## src/hw/cag_pkg.sv

```systemverilog
package cag_pkg;

	// ----------------------------------------
	// Widths, fields and reset values
	// ----------------------------------------
	localparam int          CAG_LVL_W      = 4;
	localparam int          CAG_SEG_W      = 8;
	localparam int          CAG_PAGE_W     = 10;
	localparam int          CAG_OFS_W      = 14;
	localparam int          CAG_ENTRIES    = 5;   // Four page pointers and the bank base
	localparam int          CAG_CP_IDX     = 4;
	localparam logic [3:0]  CAG_LVL_TOP    = 4'hf;
	localparam logic [3:0]  CAG_LVL_RST    = 4'h0;
	localparam logic [7:0]  CAG_SEG_RST    = 8'h00;
	localparam logic [15:0] CAG_IP_RST     = 16'h0000;
	localparam logic [15:0] CAG_CP_RST     = 16'hfc00;
	localparam logic [15:0] CAG_CSP_MASK   = 16'h00ff;
	localparam logic [15:0] CAG_DPP_MASK   = 16'h03ff;
	localparam logic [2:0]  CAG_CP_LOW3    = 3'h0;
	localparam logic [1:0]  CAG_CP_FORCE   = 2'h3;
	localparam logic [3:0]  CAG_GPR_RANGE  = 4'hf;

	// Register selects on the internal special register port
	typedef enum logic [2:0] {
		CAG_SEL_DATA_PAGE_POINTER_0   = 3'h0,
		CAG_SEL_DATA_PAGE_POINTER_1   = 3'h1,
		CAG_SEL_DATA_PAGE_POINTER_2   = 3'h2,
		CAG_SEL_DATA_PAGE_POINTER_3   = 3'h3,
		CAG_SEL_CP     = 3'h4,
		CAG_SEL_CSP    = 3'h5,
		CAG_SEL_STATUS = 3'h6
	} cag_sel_e;

	// How many segment address pins the bus controller uses
	typedef enum logic [1:0] {
		CAG_PINS_8 = 2'h0,
		CAG_PINS_4 = 2'h1,
		CAG_PINS_2 = 2'h2
	} cag_pins_e;

	// Interrupt part of the status word
	typedef struct packed {
		logic                 global_irq_enable;
		logic [CAG_LVL_W-1:0] cpu_priority_level;
	} cag_psw_s;

endpackage : cag_pkg

```

## src/hw/cag_addr_gen.sv

```systemverilog
`timescale 1ns/1ps
module cag_addr_gen (
	input  wire logic                 i_clk,
	input  wire logic                 i_arst_n,
	input  wire logic                 i_segmented,
	input  wire cag_pkg::cag_pins_e   i_pin_mode,
	input  wire logic                 i_instr_end,
	input  wire logic                 i_sfr_wr,
	input  wire cag_pkg::cag_sel_e    i_sfr_sel,
	input  wire logic [15:0]          i_sfr_wdata,
	input  wire cag_pkg::cag_sel_e    i_sfr_rd_sel,
	input  wire logic                 i_isr_entry,
	input  wire logic [3:0]           i_isr_level,
	input  wire logic                 i_sw_trap,
	input  wire logic                 i_interrupt_return_instr,
	input  wire cag_pkg::cag_psw_s    i_interrupt_return_instr_psw,
	input  wire logic                 i_irq_req,
	input  wire logic [3:0]           i_irq_level,
	input  wire logic                 i_hw_trap,
	input  wire logic                 i_nmi,
	input  wire logic                 i_fetch_done,
	input  wire logic [2:0]           i_fetch_bytes,
	input  wire logic                 i_branch,
	input  wire logic [15:0]          i_branch_target,
	input  wire logic                 i_ret_ip,
	input  wire logic [15:0]          i_ret_ip_value,
	input  wire logic                 i_long_xfer,
	input  wire logic                 i_seg_restore,
	input  wire logic [7:0]           i_seg_value,
	input  wire logic                 i_data_req,
	input  wire logic [15:0]          i_data_addr,
	input  wire logic                 i_data_bypass,
	input  wire logic [23:0]          i_data_far_addr,
	input  wire logic                 i_gpr_req,
	input  wire logic [7:0]           i_gpr_num,
	input  wire logic                 i_gpr_long,
	input  wire logic                 i_gpr_byte,
	output logic                      o_global_irq_enable,
	output logic [3:0]                o_cpu_priority_level,
	output logic                      o_maskable_accept,
	output logic                      o_preempt,
	output logic [15:0]               o_fetch_offset,
	output logic [23:0]               o_code_addr,
	output logic [7:0]                o_code_seg_pins,
	output logic                      o_data_valid,
	output logic [23:0]               o_data_addr,
	output logic [7:0]                o_data_seg_pins,
	output logic                      o_gpr_valid,
	output logic [15:0]               o_gpr_addr,
	output logic [15:0]               o_sfr_rdata
);
	import cag_pkg::*;

	// ----------------------------------------
	// Helpers
	// ----------------------------------------
	// Keeps only the segment bits that the chosen pin count uses
	function automatic logic [7:0] pin_mask(input logic [7:0] seg, input cag_pins_e mode);
		logic [7:0] r;
		r = seg;
		case (mode)
			CAG_PINS_4: r = {4'h0, seg[3:0]};
			CAG_PINS_2: r = {6'h00, seg[1:0]};
			default:    r = seg;
		endcase
		return r;
	endfunction : pin_mask

	// ----------------------------------------
	// Interrupt status
	// ----------------------------------------
	cag_psw_s   processor_status_word;
	cag_psw_s   next_psw;
	logic       accept;
	logic       preempt;
	logic       next_accept;
	logic       next_preempt;

	// Return restores the stacked word, entry loads the level, software last
	always_comb begin
		next_psw = processor_status_word;
		if (i_interrupt_return_instr) begin
			next_psw = i_interrupt_return_instr_psw;
		end else if (i_isr_entry) begin
			next_psw.cpu_priority_level = i_isr_level;
		end else if (i_sfr_wr && i_sfr_sel == CAG_SEL_STATUS) begin
			next_psw = cag_psw_s'(i_sfr_wdata[CAG_LVL_W:0]);
		end
		// A request must beat the current level; at level 15 nothing can
		next_accept  = i_irq_req && processor_status_word.global_irq_enable && (i_irq_level > processor_status_word.cpu_priority_level);
		next_preempt = i_hw_trap || i_nmi || next_accept;
	end

	always_ff @(posedge i_clk or negedge i_arst_n) begin
		if (!i_arst_n) begin
			processor_status_word     <= '{global_irq_enable: 1'b0, cpu_priority_level: CAG_LVL_RST};
			accept  <= 1'b0;
			preempt <= 1'b0;
		end else begin
			processor_status_word     <= next_psw;
			accept  <= next_accept;
			preempt <= next_preempt;
		end
	end

	// ----------------------------------------
	// Fetch offset and code segment
	// ----------------------------------------
	logic [15:0] ip;
	logic [15:0] next_ip;
	logic [7:0]  code_segment_register;
	logic [7:0]  next_csp;
	logic [23:0] code_addr;
	logic [23:0] next_code_addr;
	logic [7:0]  code_pins;
	logic [7:0]  next_code_pins;

	// Offset is not on the special register port at all
	always_comb begin
		next_ip = ip;
		if (i_ret_ip) begin
			next_ip = i_ret_ip_value;
		end else if (i_branch) begin
			next_ip = i_branch_target;
		end else if (i_fetch_done) begin
			next_ip = ip + {13'h0000, i_fetch_bytes};
		end
		// Clearing on interrupt wins: the vector always lives in segment zero
		next_csp = code_segment_register;
		if (i_isr_entry || i_sw_trap) begin
			next_csp = CAG_SEG_RST;
		end else if (i_long_xfer || i_seg_restore) begin
			next_csp = i_seg_value;
		end
		if (i_segmented) begin
			next_code_addr = {next_csp, next_ip};
			next_code_pins = pin_mask(next_csp, i_pin_mode);
		end else begin
			next_code_addr = {CAG_SEG_RST, next_ip};
			next_code_pins = CAG_SEG_RST;
		end
	end

	always_ff @(posedge i_clk or negedge i_arst_n) begin
		if (!i_arst_n) begin
			ip        <= CAG_IP_RST;
			code_segment_register       <= CAG_SEG_RST;
			code_addr <= '0;
			code_pins <= CAG_SEG_RST;
		end else begin
			ip        <= next_ip;
			code_segment_register       <= next_csp;
			code_addr <= next_code_addr;
			code_pins <= next_code_pins;
		end
	end

	// ----------------------------------------
	// Page pointers and bank base
	// ----------------------------------------
	// Each entry keeps the written value and a copy that address math uses.
	// The copy takes the write at the second instruction boundary, counting one in the write cycle, which
	// matches the pipeline: the instruction right after the write sees old.
	logic [15:0] arch [CAG_ENTRIES];
	logic [15:0] used [CAG_ENTRIES];

	for (genvar e = 0; e < CAG_ENTRIES; e++) begin : g_entry
		localparam logic [15:0] RST = (e == CAG_CP_IDX) ? CAG_CP_RST : 16'(e);
		logic        hit;
		logic [15:0] wval;
		logic [15:0] next_arch;
		logic [15:0] next_used;
		logic [1:0]  age;
		logic [1:0]  next_age;

		always_comb begin
			hit  = i_sfr_wr && (i_sfr_sel == cag_sel_e'(3'(e)));
			wval = i_sfr_wdata & CAG_DPP_MASK;
			if (e == CAG_CP_IDX) begin
				wval = i_sfr_wdata;
				if (i_sfr_wdata[11:9] == CAG_CP_LOW3) begin
					wval[11:10] = CAG_CP_FORCE;
				end
			end
			next_arch = hit ? wval : arch[e];
			next_age  = age;
			if (hit) begin
				next_age = i_instr_end ? 2'h1 : 2'h2;
			end else if (i_instr_end && age != 2'h0) begin
				next_age = age - 2'h1;
			end
			next_used = used[e];
			if (!hit && next_age == 2'h0) begin
				next_used = arch[e];
			end
		end

		always_ff @(posedge i_clk or negedge i_arst_n) begin
			if (!i_arst_n) begin
				arch[e] <= RST;
				used[e] <= RST;
				age     <= 2'h0;
			end else begin
				arch[e] <= next_arch;
				used[e] <= next_used;
				age     <= next_age;
			end
		end
	end

	// ----------------------------------------
	// Data address translation
	// ----------------------------------------
	logic                  data_valid;
	logic                  next_data_valid;
	logic [23:0]           data_addr;
	logic [23:0]           next_data_addr;
	logic [7:0]            data_pins;
	logic [7:0]            next_data_pins;
	logic [CAG_PAGE_W-1:0] page;

	// Override and PERIPHERAL_EVENT_TRANSFER addresses already carry their full physical form
	always_comb begin
		page            = used[i_data_addr[15:14]][CAG_PAGE_W-1:0];
		next_data_valid = i_data_req;
		next_data_addr  = data_addr;
		next_data_pins  = data_pins;
		if (i_data_req) begin
			if (i_data_bypass) begin
				next_data_addr = i_data_far_addr;
			end else if (i_segmented) begin
				next_data_addr = {page, i_data_addr[CAG_OFS_W-1:0]};
			end else begin
				next_data_addr = {8'h00, page[1:0], i_data_addr[CAG_OFS_W-1:0]};
			end
			next_data_pins = i_segmented ? pin_mask(next_data_addr[23:16], i_pin_mode) : CAG_SEG_RST;
		end
	end

	always_ff @(posedge i_clk or negedge i_arst_n) begin
		if (!i_arst_n) begin
			data_valid <= 1'b0;
			data_addr  <= '0;
			data_pins  <= CAG_SEG_RST;
		end else begin
			data_valid <= next_data_valid;
			data_addr  <= next_data_addr;
			data_pins  <= next_data_pins;
		end
	end

	// ----------------------------------------
	// Short register resolution and read port
	// ----------------------------------------
	logic        gpr_valid;
	logic        next_gpr_valid;
	logic [15:0] gpr_addr;
	logic [15:0] next_gpr_addr;
	logic [3:0]  gpr_idx;
	logic [15:0] rdata;
	logic [15:0] next_rdata;

	// Long register numbers outside F0..FF are not registers of the bank
	always_comb begin
		gpr_idx        = i_gpr_num[3:0];
		next_gpr_valid = i_gpr_req && (!i_gpr_long || i_gpr_num[7:4] == CAG_GPR_RANGE);
		next_gpr_addr  = gpr_addr;
		if (next_gpr_valid) begin
			next_gpr_addr = used[CAG_CP_IDX] +
				(i_gpr_byte ? {12'h000, gpr_idx} : {11'h000, gpr_idx, 1'b0});
		end
		case (i_sfr_rd_sel)
			CAG_SEL_DATA_PAGE_POINTER_0,
			CAG_SEL_DATA_PAGE_POINTER_1,
			CAG_SEL_DATA_PAGE_POINTER_2,
			CAG_SEL_DATA_PAGE_POINTER_3:   next_rdata = arch[i_sfr_rd_sel[1:0]];
			CAG_SEL_CP:     next_rdata = arch[CAG_CP_IDX];
			CAG_SEL_CSP:    next_rdata = {8'h00, code_segment_register};
			CAG_SEL_STATUS: next_rdata = {11'h000, processor_status_word};
			default:        next_rdata = 16'h0000;
		endcase
	end

	always_ff @(posedge i_clk or negedge i_arst_n) begin
		if (!i_arst_n) begin
			gpr_valid <= 1'b0;
			gpr_addr  <= '0;
			rdata     <= '0;
		end else begin
			gpr_valid <= next_gpr_valid;
			gpr_addr  <= next_gpr_addr;
			rdata     <= next_rdata;
		end
	end

	// Outputs, all straight from flops
	assign o_global_irq_enable  = processor_status_word.global_irq_enable;
	assign o_cpu_priority_level = processor_status_word.cpu_priority_level;
	assign o_maskable_accept    = accept;
	assign o_preempt            = preempt;
	assign o_fetch_offset       = ip;
	assign o_code_addr          = code_addr;
	assign o_code_seg_pins      = code_pins;
	assign o_data_valid         = data_valid;
	assign o_data_addr          = data_addr;
	assign o_data_seg_pins      = data_pins;
	assign o_gpr_valid          = gpr_valid;
	assign o_gpr_addr           = gpr_addr;
	assign o_sfr_rdata          = rdata;
endmodule : cag_addr_gen

```

## config.mk

```make
export PLATFORM = sky130hd
export DESIGN_NAME = cag_addr_gen
export DESIGN_NICKNAME = d
export VERILOG_FILES = /design/src/hw/cag_pkg.sv /design/src/hw/cag_addr_gen.sv
export SDC_FILE = /design/constraint.sdc
export NUM_CORES = 1
export LEC_CHECK = 0
export ABC_AREA = 0
export BUFFER_PORTS_ARGS = -buffer_cell sky130_fd_sc_hd__buf_2
export CORE_ASPECT_RATIO = 1.5
export CORE_UTILIZATION = 40
export CTS_BUF_LIST = sky130_fd_sc_hd__clkbuf_8
export DETAILED_ROUTE_END_ITERATION = 7
export GPL_TIMING_DRIVEN = 0
export PLACE_DENSITY = 0.68
export RECOVER_POWER = 25
export SETUP_SLACK_MARGIN = 0.05
export SYNTH_ARGS = -nofsm -noshare
export SYNTH_HDL_FRONTEND = slang
export SYNTH_SLANG_ARGS = --single-unit
```

## constraint.sdc

```tcl
create_clock -name i_clk -period 2.55 [get_ports i_clk]
set_input_delay 0.51 -clock i_clk [delete_from_list [all_inputs] [get_ports i_clk]]
set_output_delay 0.51 -clock i_clk [all_outputs]
set_load 0.1 [all_outputs]
```

==> impl_metrics.json, run 1 <==
{
  "syn_inst": 944,
  "setup_viol": 0,
  "finalNetCount": 1416,
  "coreArea_mm2": 0.0272,
  "area_growth_pct": 22.7,
  "yosys_warnings": 0,
  "cp_cell_sequence": "ha_1, inv_1, fa_1, nand2b_1, a21oi_2, nand2_1, o31a_1, o21ai_0",
  "hold_viol": 0,
  "synth_seq_cells": 233,
  "num_io_pins": 270,
  "pre_cts_ws_ps": 55.5,
  "vdd_drop_max_mv": 0.756,
  "ys_seq_area_frac": 0.528,
  "cts.clk_slew.worst_paths_ps": 70,
  "rr_endpoint": "o_code_addr[8]",
  "crit_type": "flop to flop",
  "clock_sink_count": 233,
  "synth.area.top_cells": "dfrtp_1, mux2_2, dfstp_2",
  "ctsLongestPathBuffers": 3,
  "worstRegToRegCells": 8,
  "track_usage": 0.225,
  "via_count": 8440,
  "clockRootBuffer": "clkbuf_8",
  "synth_edf_count": 0,
  "clock_latency_ps": 510,
  "grt_pass1_vias": 8747,
  "max_freq_ghz": 0.444,
  "timing.final.ws_setup_ps": 295,
  "max_slew_margin": 0.386,
  "grt_start_max_net_pins": 107,
  "rrSetupSlack_ps": 300,
  "min_path_type": "primary input to flop",
  "cts_tree": "yes",
  "io_buffer_count": 262,
  "critPathArrivalTime_ps": 2670,
  "max_stage_delay_ps": 390,
  "viasPerCell": 5.22,
  "antenna_found_initial": 4,
  "drtAntennaViolNets": 0,
  "synthArstFlopShare": 1.00,
  "cp_slowest_cell": "dfrtp_2",
  "cts_buffers": 36,
  "maxCapViolCount": 0,
  "critPathCaptureType": "flop",
  "post_drt_wl_per_cell_um": 19.5,
  "ys_types": 60,
  "leakagePower_uw": 0.00640,
  "cp.required_ps": 2970,
  "drv_slew": 0,
  "met3_length_um": 1590,
  "grt_setup_unrepaired": "false",
  "die_x_um": 138,
  "syn_area_mm2": 0.0111,
  "grt_first_pass_wirelength_um": 47800,
  "min_period_over_period": 0.884,
  "yosysTopAreaCell": "dfrtp_1",
  "worst-path-buf-inv": 1,
  "tightest_slew_ps": 919,
  "die_h_um": 206,
  "outcome": "complete, no violations",
  "power.density_mw_per_mm2": 1040,
  "num_rows": 74,
  "drive_gt1_frac": 0.400,
  "top_layer_used": "met5",
  "wl_met1_um": 11500,
  "fin_util": 0.499,
  "grt-ovfl-total": 0,
  "firstDrtPassIters": 5,
  "syn_nets": 1113,
  "cp.depth": 8,
  "cp-startpoint": "o_code_addr[0]",
  "cp-start-kind": "flop",
  "htree_levels": 2,
  "gp_congestion": 0.964,
  "fin_crit_ps": 2250,
  "cp_max_fo": 6,
  "synth_ff_type": "dfrtp_1",
  "routed_wl_um": 31500,
  "drt_iter0_drc": 371,
  "met2RoutedLength_um": 17300,
  "post_cts_buffers": 0,
  "synth_top_area_frac": 0.481,
  "start_util": 0.407,
  "layout_common_cells": "buf_2, dfrtp_1, mux2_2, nor2_1, nand2_1",
  "multiInputGateArea_mm2": 0.00471,
  "final_common_cell": "buf_2",
  "die_area_mm2": 0.0284,
  "dp.final_hpwl_um": 23700,
  "drcViolationCount": 0,
  "fillers": 2485,
  "endpoint": "o_code_addr[8]",
  "syn_avg_cell_area_um2": 11.7,
  "regArea_mm2": 0.00586,
  "crit_family": "compound AO/OA/AOI/OAI gates",
  "regToRegStartpoint": "o_code_addr[0]",
  "clock_skew_ps": 16.6
}
## state kept, by name, summed over array words and instances (netlist names)
register	count
o_data_seg_pins	8
o_data_addr	24
o_sfr_rdata	16
o_gpr_addr	16
o_code_addr	22
o_maskable_accept	1
used	56
o_global_irq_enable	1
o_data_valid	1
o_code_seg_pins	8
arch	56
code_segment_register	8
o_preempt	1
o_gpr_valid	1
o_cpu_priority_level	4
g_entry.age	10
## worst reg2reg max path, stage by stage, from the launching register on
cell      delay (ps)
dfrtp_2          390
ha_1             190
inv_1             60
fa_1             390
nand2b_1         210
a21oi_2          340
nand2_1          150
o31a_1           260
o21ai_0          160
## repair_timing
| item | 4_1_cts | 5_1_grt |
|---|---|---|
| gates resized for setup | 0 | 0 |
| endpoints found under the hold margin | 22 | 0 |
| hold buffers | 1 | 0 |
## worst min path at each step
stage	from	end	slack, ps	cells past startpoint
2_1_floorplan	i_arst_n	arch[0]	210	0
3_3_place_gp	o_gpr_addr[13]	o_gpr_addr[13]	460	2
3_5_place_dp	i_arst_n	o_gpr_addr[14]	360	1
4_1_cts	i_data_req	o_data_valid	120	1
5_1_grt	i_data_req	o_data_valid	160	1
6_report	i_data_req	o_data_valid	160	1
## through the flow
stage / setup TNS, ps / power (uW) / hold slack, ps / instance area [um^2] / instances
4_1_cts: 0 / 14300 / 124 / 13600 / 1614
6_report: 0 / 14200 / 165 / 13600 / 1616
3_3_place_gp: -695070 / 10900 / 460 / 12800 / 1548
5_1_grt: 0 / 14900 / 162 / 13600 / 1615
2_1_floorplan: 0 / 9770 / 214 / 11100 / 944
3_5_place_dp: 0 / 11100 / 361 / 12900 / 1550
## where the power goes
group	total, uW	switching (uW)	internal (uW)
logic	5600	3700	1910
clock network	3090	1440	1660
registers	5460	685	4780
## logic make-up after synthesis
family          count (synthesis)  share of synthesized area
mux                           169                      0.188
xor+xnor                       23                     0.0182
flops                         233                      0.528
fa+ha+maj                      20                     0.0239
simple gates                  217                     0.0982
buf+inv                       103                     0.0460
compound gates                179                     0.0973
## metal layers
metal | global-route usage | vias to the layer above
met5 | 0 | -
met4 | 0.0932 | 6
met3 | 0.0363 | 74
met2 | 0.422 | 256
met1 | 0.244 | 4156
li1 | - | 3948
## cell type report
cell class,instances,area share
clock buffers,44,0.0445
well taps,342,0.0315
repair buffers,265,0.102
diodes,2,0.000368
inverters,44,0.0121
plain buffers,59,0.0249
flip-flops and latches,233,0.431
multi-input cells,608,0.347
clock inverters,19,0.00745
## synthesized netlist by cell type (4+ instances only)
master,n
nor3b_1,5
a22oi_1,12
and2_1,16
nor2b_1,8
dfrtp_1,213
a31oi_1,4
and3_1,10
mux2_2,113
nand4_1,6
nand2_1,62
ha_1,18
o311ai_0,4
buf_4,24
nor3_1,10
clkbuf_1,23
nor2_1,62
dfstp_2,20
xnor2_1,19
o22ai_1,18
buf_2,8
xor2_1,4
mux2i_1,36
a211oi_1,6
mux4_2,20
o21ai_0,48
inv_1,44
a21oi_1,59
or3_1,4
nand2b_1,6
and2b_1,4
nand3_1,11
Note: power is estimated with default switching activity, not from simulation.
==> run 2, diff against run 1 <==
Settings changed: GPL_ROUTABILITY_DRIVEN set to 1, PLACE_DENSITY 0.68 to 0.6.
==> run 2 against run 1 <==
  * The run now ends with hold timing, capacitance limit, slew limit left
  * Design area barely moved
  * Flip-flop and latch count did not move
  * Wire length rose by 4.1%
  * Utilization barely moved
  * Worst setup slack got worse by 110 ps
  * Die area did not move
  * Sequential share of layout area barely moved
  * Count of clock-buffer cells in the layout fell by 2
  * Maximum frequency fell by 4.8%
  * Register-to-register slack got worse by 110 ps
  * Critical path type unchanged
==> impl_metrics.json, run 2 (synthesis gave the netlist of run 1 again) <==
{
  "track_usage": 0.235,
  "critPathArrivalTime_ps": 2840,
  "cts_tree": "yes",
  "power.density_mw_per_mm2": 1050,
  "drtAntennaViolNets": 0,
  "hold_viol": 8,
  "clock_sink_count": 233,
  "num_rows": 74,
  "routed_wl_um": 32800,
  "tightest_slew_ps": 1550,
  "via_count": 8493,
  "num_antenna_cells": 0,
  "hold_ws_ps": -5.23,
  "fillers": 2550,
  "coreArea_mm2": 0.0272,
  "cp-start-kind": "flop",
  "ctsLongestPathBuffers": 3,
  "crit_type": "flop to flop",
  "cp-startpoint": "o_code_addr[0]",
  "endpoint": "o_code_addr[10]",
  "die_x_um": 138,
  "clock_latency_ps": 540,
  "post_drt_wl_per_cell_um": 20.3,
  "final_common_cell": "buf_2",
  "layout_common_cells": "buf_2, dfrtp_1, mux2_2, nor2_1, nand2_1",
  "cp.required_ps": 3020,
  "die_area_mm2": 0.0284,
  "drt_iter0_drc": 343,
  "min_path_type": "primary input to asynchronous set/reset pin",
  "clockRootBuffer": "clkbuf_8",
  "grt-ovfl-total": 0,
  "critPathCaptureType": "flop",
  "regToRegStartpoint": "o_code_addr[0]",
  "grt_setup_unrepaired": "false",
  "io_buffer_count": 262,
  "cts_buffers": 37,
  "cts.clk_slew.worst_paths_ps": 60,
  "grt_pass1_vias": 8651,
  "worstRegToRegCells": 8,
  "post_cts_buffers": 0,
  "die_h_um": 206,
  "cp_max_fo": 6,
  "leakagePower_uw": 0.00642,
  "maxCapViolCount": 1,
  "drcViolationCount": 0,
  "outcome": "complete, but fails checks",
  "min_period_over_period": 0.929,
  "drive_gt1_frac": 0.406,
  "grt_first_pass_wirelength_um": 49300,
  "pre_cts_ws_ps": -80.7,
  "viasPerCell": 5.26,
  "setup_viol": 0,
  "rr_endpoint": "o_code_addr[10]",
  "final_area_mm2": 0.0136,
  "max_freq_ghz": 0.422,
  "grt_start_max_net_pins": 97,
  "dpl_cell_area_mm2": 0.0129,
  "firstDrtPassIters": 6,
  "fin_crit_ps": 2370,
  "max_slew_margin": -0.0327,
  "timing.final.ws_setup_ps": 181,
  "area_growth_pct": 22.7,
  "antenna_found_initial": 0,
  "dp.final_hpwl_um": 24600,
  "num_io_pins": 270,
  "rrSetupSlack_ps": 180,
  "drv_slew": 64,
  "htree_levels": 2,
  "clock_skew_ps": 17.7,
  "start_util": 0.407,
  "gp_congestion": 0.917,
  "violations": "hold timing, capacitance limit, slew limit",
  "finalNetCount": 1416,
  "vdd_drop_max_mv": 0.645
}
run 2: how the worst min path moves through the flow:
stage,slack [ps],end,from
3_5_place_dp,470,o_gpr_addr[8],o_gpr_addr[8]
6_report,-5,o_cpu_priority_level[2],i_arst_n
5_1_grt,30,o_code_addr[0],i_arst_n
4_1_cts,6,o_cpu_priority_level[2],i_arst_n
3_3_place_gp,460,o_gpr_addr[1],o_gpr_addr[1]
2_1_floorplan,210,arch[0],i_arst_n
run 2: power by group:
group          internal (uW)  leakage [uW]  switching (uW)
combinational           1910       0.00317            3710
sequential              4780       0.00282             704
clock                   1700      0.000433            1440
total                   8390       0.00642            5850
run 2: final cells by class:
cell class | count | area, um^2 | area share
inverter | 44 | 165 | 0.0121
tap | 342 | 428 | 0.0315
multi-input combinational | 608 | 4730 | 0.348
timing repair buffer | 264 | 1350 | 0.0995
clock buffer | 42 | 578 | 0.0425
clock inverter | 22 | 139 | 0.0102
buffer | 59 | 344 | 0.0253
sequential | 233 | 5860 | 0.431
run 2: stage by stage:
| stage | power, uW | TNS, ps | std cells | utilization |
|---|---|---|---|---|
| CTS | 14400 | 0 | 1614 | 0.500 |
| floorplan | 9770 | 0 | 944 | - |
| global route | 15000 | 0 | 1614 | 0.499 |
| finish | 14200 | 0 | 1614 | 0.499 |
| global placement | 11000 | -715770 | 1548 | 0.471 |
| detailed placement | 11200 | -80.7 | 1550 | 0.473 |
run 2: repair_timing:
action	CTS	global route
hold buffers	0	0
setup endpoints to repair	0	1
hold endpoints to repair	0	0
resized for setup	0	2
run 2: routing by layer:
metal / global-route usage / up-vias / share of wire
met5: 0 / - / 0
met1: 0.261 / 4207 / 0.37
met4: 0.100 / 0 / 0.036
met3: 0.0419 / 73 / 0.051
met2: 0.431 / 268 / 0.54
li1: - / 3945 / -
run 2: critical path, stage by stage, from the launching register on:
cell and delay [ps]:
dfrtp_2 380, ha_1 290, inv_1 90, fa_1 400, nand2b_1 250, a21oi_4 300, nand2_1 130, o31ai_2 270
a32o_1 200
==> run 3, diff against run 2 <==
Settings changed: CORE_UTILIZATION 40 to 25, PLACE_DENSITY 0.6 to 0.4.
==> run 3 against run 2 <==
  * The flow now finishes without violations
  * Clock skew fell by 0.98 ps
  * Combinational power grew 0.7%
  * Maximum frequency up 0.88%
  * Non-clock buffer count increased by 1
  * Register-to-register slack better by 20 ps
==> impl_metrics.json, run 3 (synthesis gave the netlist of run 1 again) <==
{
  "cp.depth": 8,
  "grt_setup_unrepaired": "false",
  "gp_congestion": 0.817,
  "die_area_mm2": 0.0452,
  "max_slew_margin": 0.0967,
  "io_buffer_count": 262,
  "routed_wl_um": 36200,
  "final_common_cell": "buf_2",
  "setup_viol": 0,
  "outcome": "complete, no violations",
  "worstRegToRegCells": 8,
  "fin_crit_ps": 2350,
  "pre_cts_ws_ps": -27.0,
  "crit_type": "flop to flop",
  "cp-start-kind": "flop",
  "hold_viol": 0,
  "firstDrtPassIters": 4,
  "min_from": "i_data_req",
  "layout_common_cells": "buf_2, dfrtp_1, mux2_2, nor2_1, nand2_1",
  "die_h_um": 260,
  "min_path_type": "primary input to flop",
  "htree_levels": 2,
  "clock_skew_ps": 16.7,
  "critPathArrivalTime_ps": 2790,
  "final_area_mm2": 0.0140,
  "cp_max_fo": 6,
  "die_x_um": 174,
  "cp_cell_sequence": "ha_1, inv_1, fa_1, nand2b_1, a21oi_2, nand2_1, a31o_2, a32o_1",
  "post_drt_wl_per_cell_um": 19.5,
  "multiInputGateArea_mm2": 0.00471,
  "fin_util": 0.319,
  "viasPerCell": 4.52,
  "critPathCaptureType": "flop",
  "cts_buffers": 40,
  "leakagePower_uw": 0.00644,
  "hold_ws_ps": 79.4,
  "power.density_mw_per_mm2": 1040,
  "grt_start_max_net_pins": 90,
  "num_io_pins": 270,
  "regArea_mm2": 0.00586,
  "maxCapViolCount": 0,
  "drt_iter0_drc": 328,
  "post_cts_buffers": 0,
  "coreArea_mm2": 0.0438,
  "cp.required_ps": 2990,
  "finalNetCount": 1420,
  "dp.final_hpwl_um": 27200,
  "vdd_drop_max_mv": 0.348,
  "via_count": 8398,
  "num_rows": 94,
  "antenna_found_initial": 3,
  "clock_sink_count": 233,
  "start_util": 0.253,
  "cp-startpoint": "o_code_addr[0]",
  "drv_slew": 0,
  "max_freq_ghz": 0.426,
  "cts_tree": "yes",
  "track_usage": 0.159,
  "drcViolationCount": 0,
  "max_stage_delay_ps": 410,
  "dp.cells": 1784,
  "clockRootBuffer": "clkbuf_8",
  "clock_latency_ps": 560,
  "grt-ovfl-total": 0,
  "crit_family": "compound AO/OA/AOI/OAI gates",
  "holdPathStages": 1,
  "fin_cells": 1858,
  "ctsLongestPathBuffers": 3,
  "tightest_slew_ps": 1360,
  "cp_slowest_cell": "fa_1",
  "timing.final.ws_setup_ps": 202,
  "fillers": 4578,
  "dpl_cell_area_mm2": 0.0132,
  "grt_first_pass_wirelength_um": 54300,
  "grt_pass1_vias": 8774,
  "worst-path-buf-inv": 1,
  "drtAntennaViolNets": 0,
  "min_period_over_period": 0.921,
  "cts.clk_slew.worst_paths_ps": 70,
  "drive_gt1_frac": 0.404,
  "area_growth_pct": 26.0,
  "regToRegStartpoint": "o_code_addr[0]"
}
==> run 3: per-layer routing <==
metal | vias to the layer above | part of all wire | wire length (um) | GRT usage
met2 | 199 | 0.55 | 19800 | 0.302
met5 | - | 0.00041 | 15 | 0
met4 | 2 | 0.030 | 1070 | 0.0604
met3 | 61 | 0.042 | 1540 | 0.0304
li1 | 3966 | - | - | -
met1 | 4170 | 0.38 | 13700 | 0.173
==> run 3: through the flow <==
| step | power, uW | TNS, ps |
|---|---|---|
| 2_1_floorplan | 9770 | 0 |
| 3_3_place_gp | 11200 | -831020 |
| 3_5_place_dp | 11300 | -46.6 |
| 4_1_cts | 14800 | 0 |
| 5_1_grt | 15300 | 0 |
| 6_report | 14500 | 0 |
==> run 3: cell type report <==
type,instances,share of cell area
Buffer,59,0.0242
Clock buffer,51,0.0503
Clock inverter,20,0.00618
Antenna cell,2,0.000358
Tap cell,576,0.0516
Timing Repair Buffer,265,0.0985
Sequential cell,233,0.420
Multi-Input combinational cell,608,0.337
Inverter,44,0.0118
==> run 3: path summary, 6_finish.rpt <==
check / slack, ps / endpoint
max reg2reg: 200 / o_code_addr[10]
min: 80 / o_data_valid
max in group asynchronous: 680 / used[16]
max: 200 / o_code_addr[10]
min reg2reg: 480 / o_gpr_addr[13]
min in group asynchronous: 790 / o_gpr_addr[12]
==> run 3: power by group <==
group	switching [uW]	internal [uW]	leakage, uW
Sequential	677	4780	0.00282
Combinational	3750	1910	0.00316
Clock	1600	1800	0.000465
==> run 3: worst reg2reg max path, stage by stage, from the launching register on <==
cell and delay (ps):
dfrtp_2 380, ha_1 260, inv_1 80, fa_1 410
nand2b_1 210, a21oi_2 360, nand2_1 100, a31o_2 250
a32o_1 200
==> run 3: repair_timing <==
item,4_1_cts,5_1_grt
setup endpoints to repair,0,0
hold buffers,1,0
hold endpoints to repair,29,0
resized for setup,0,0
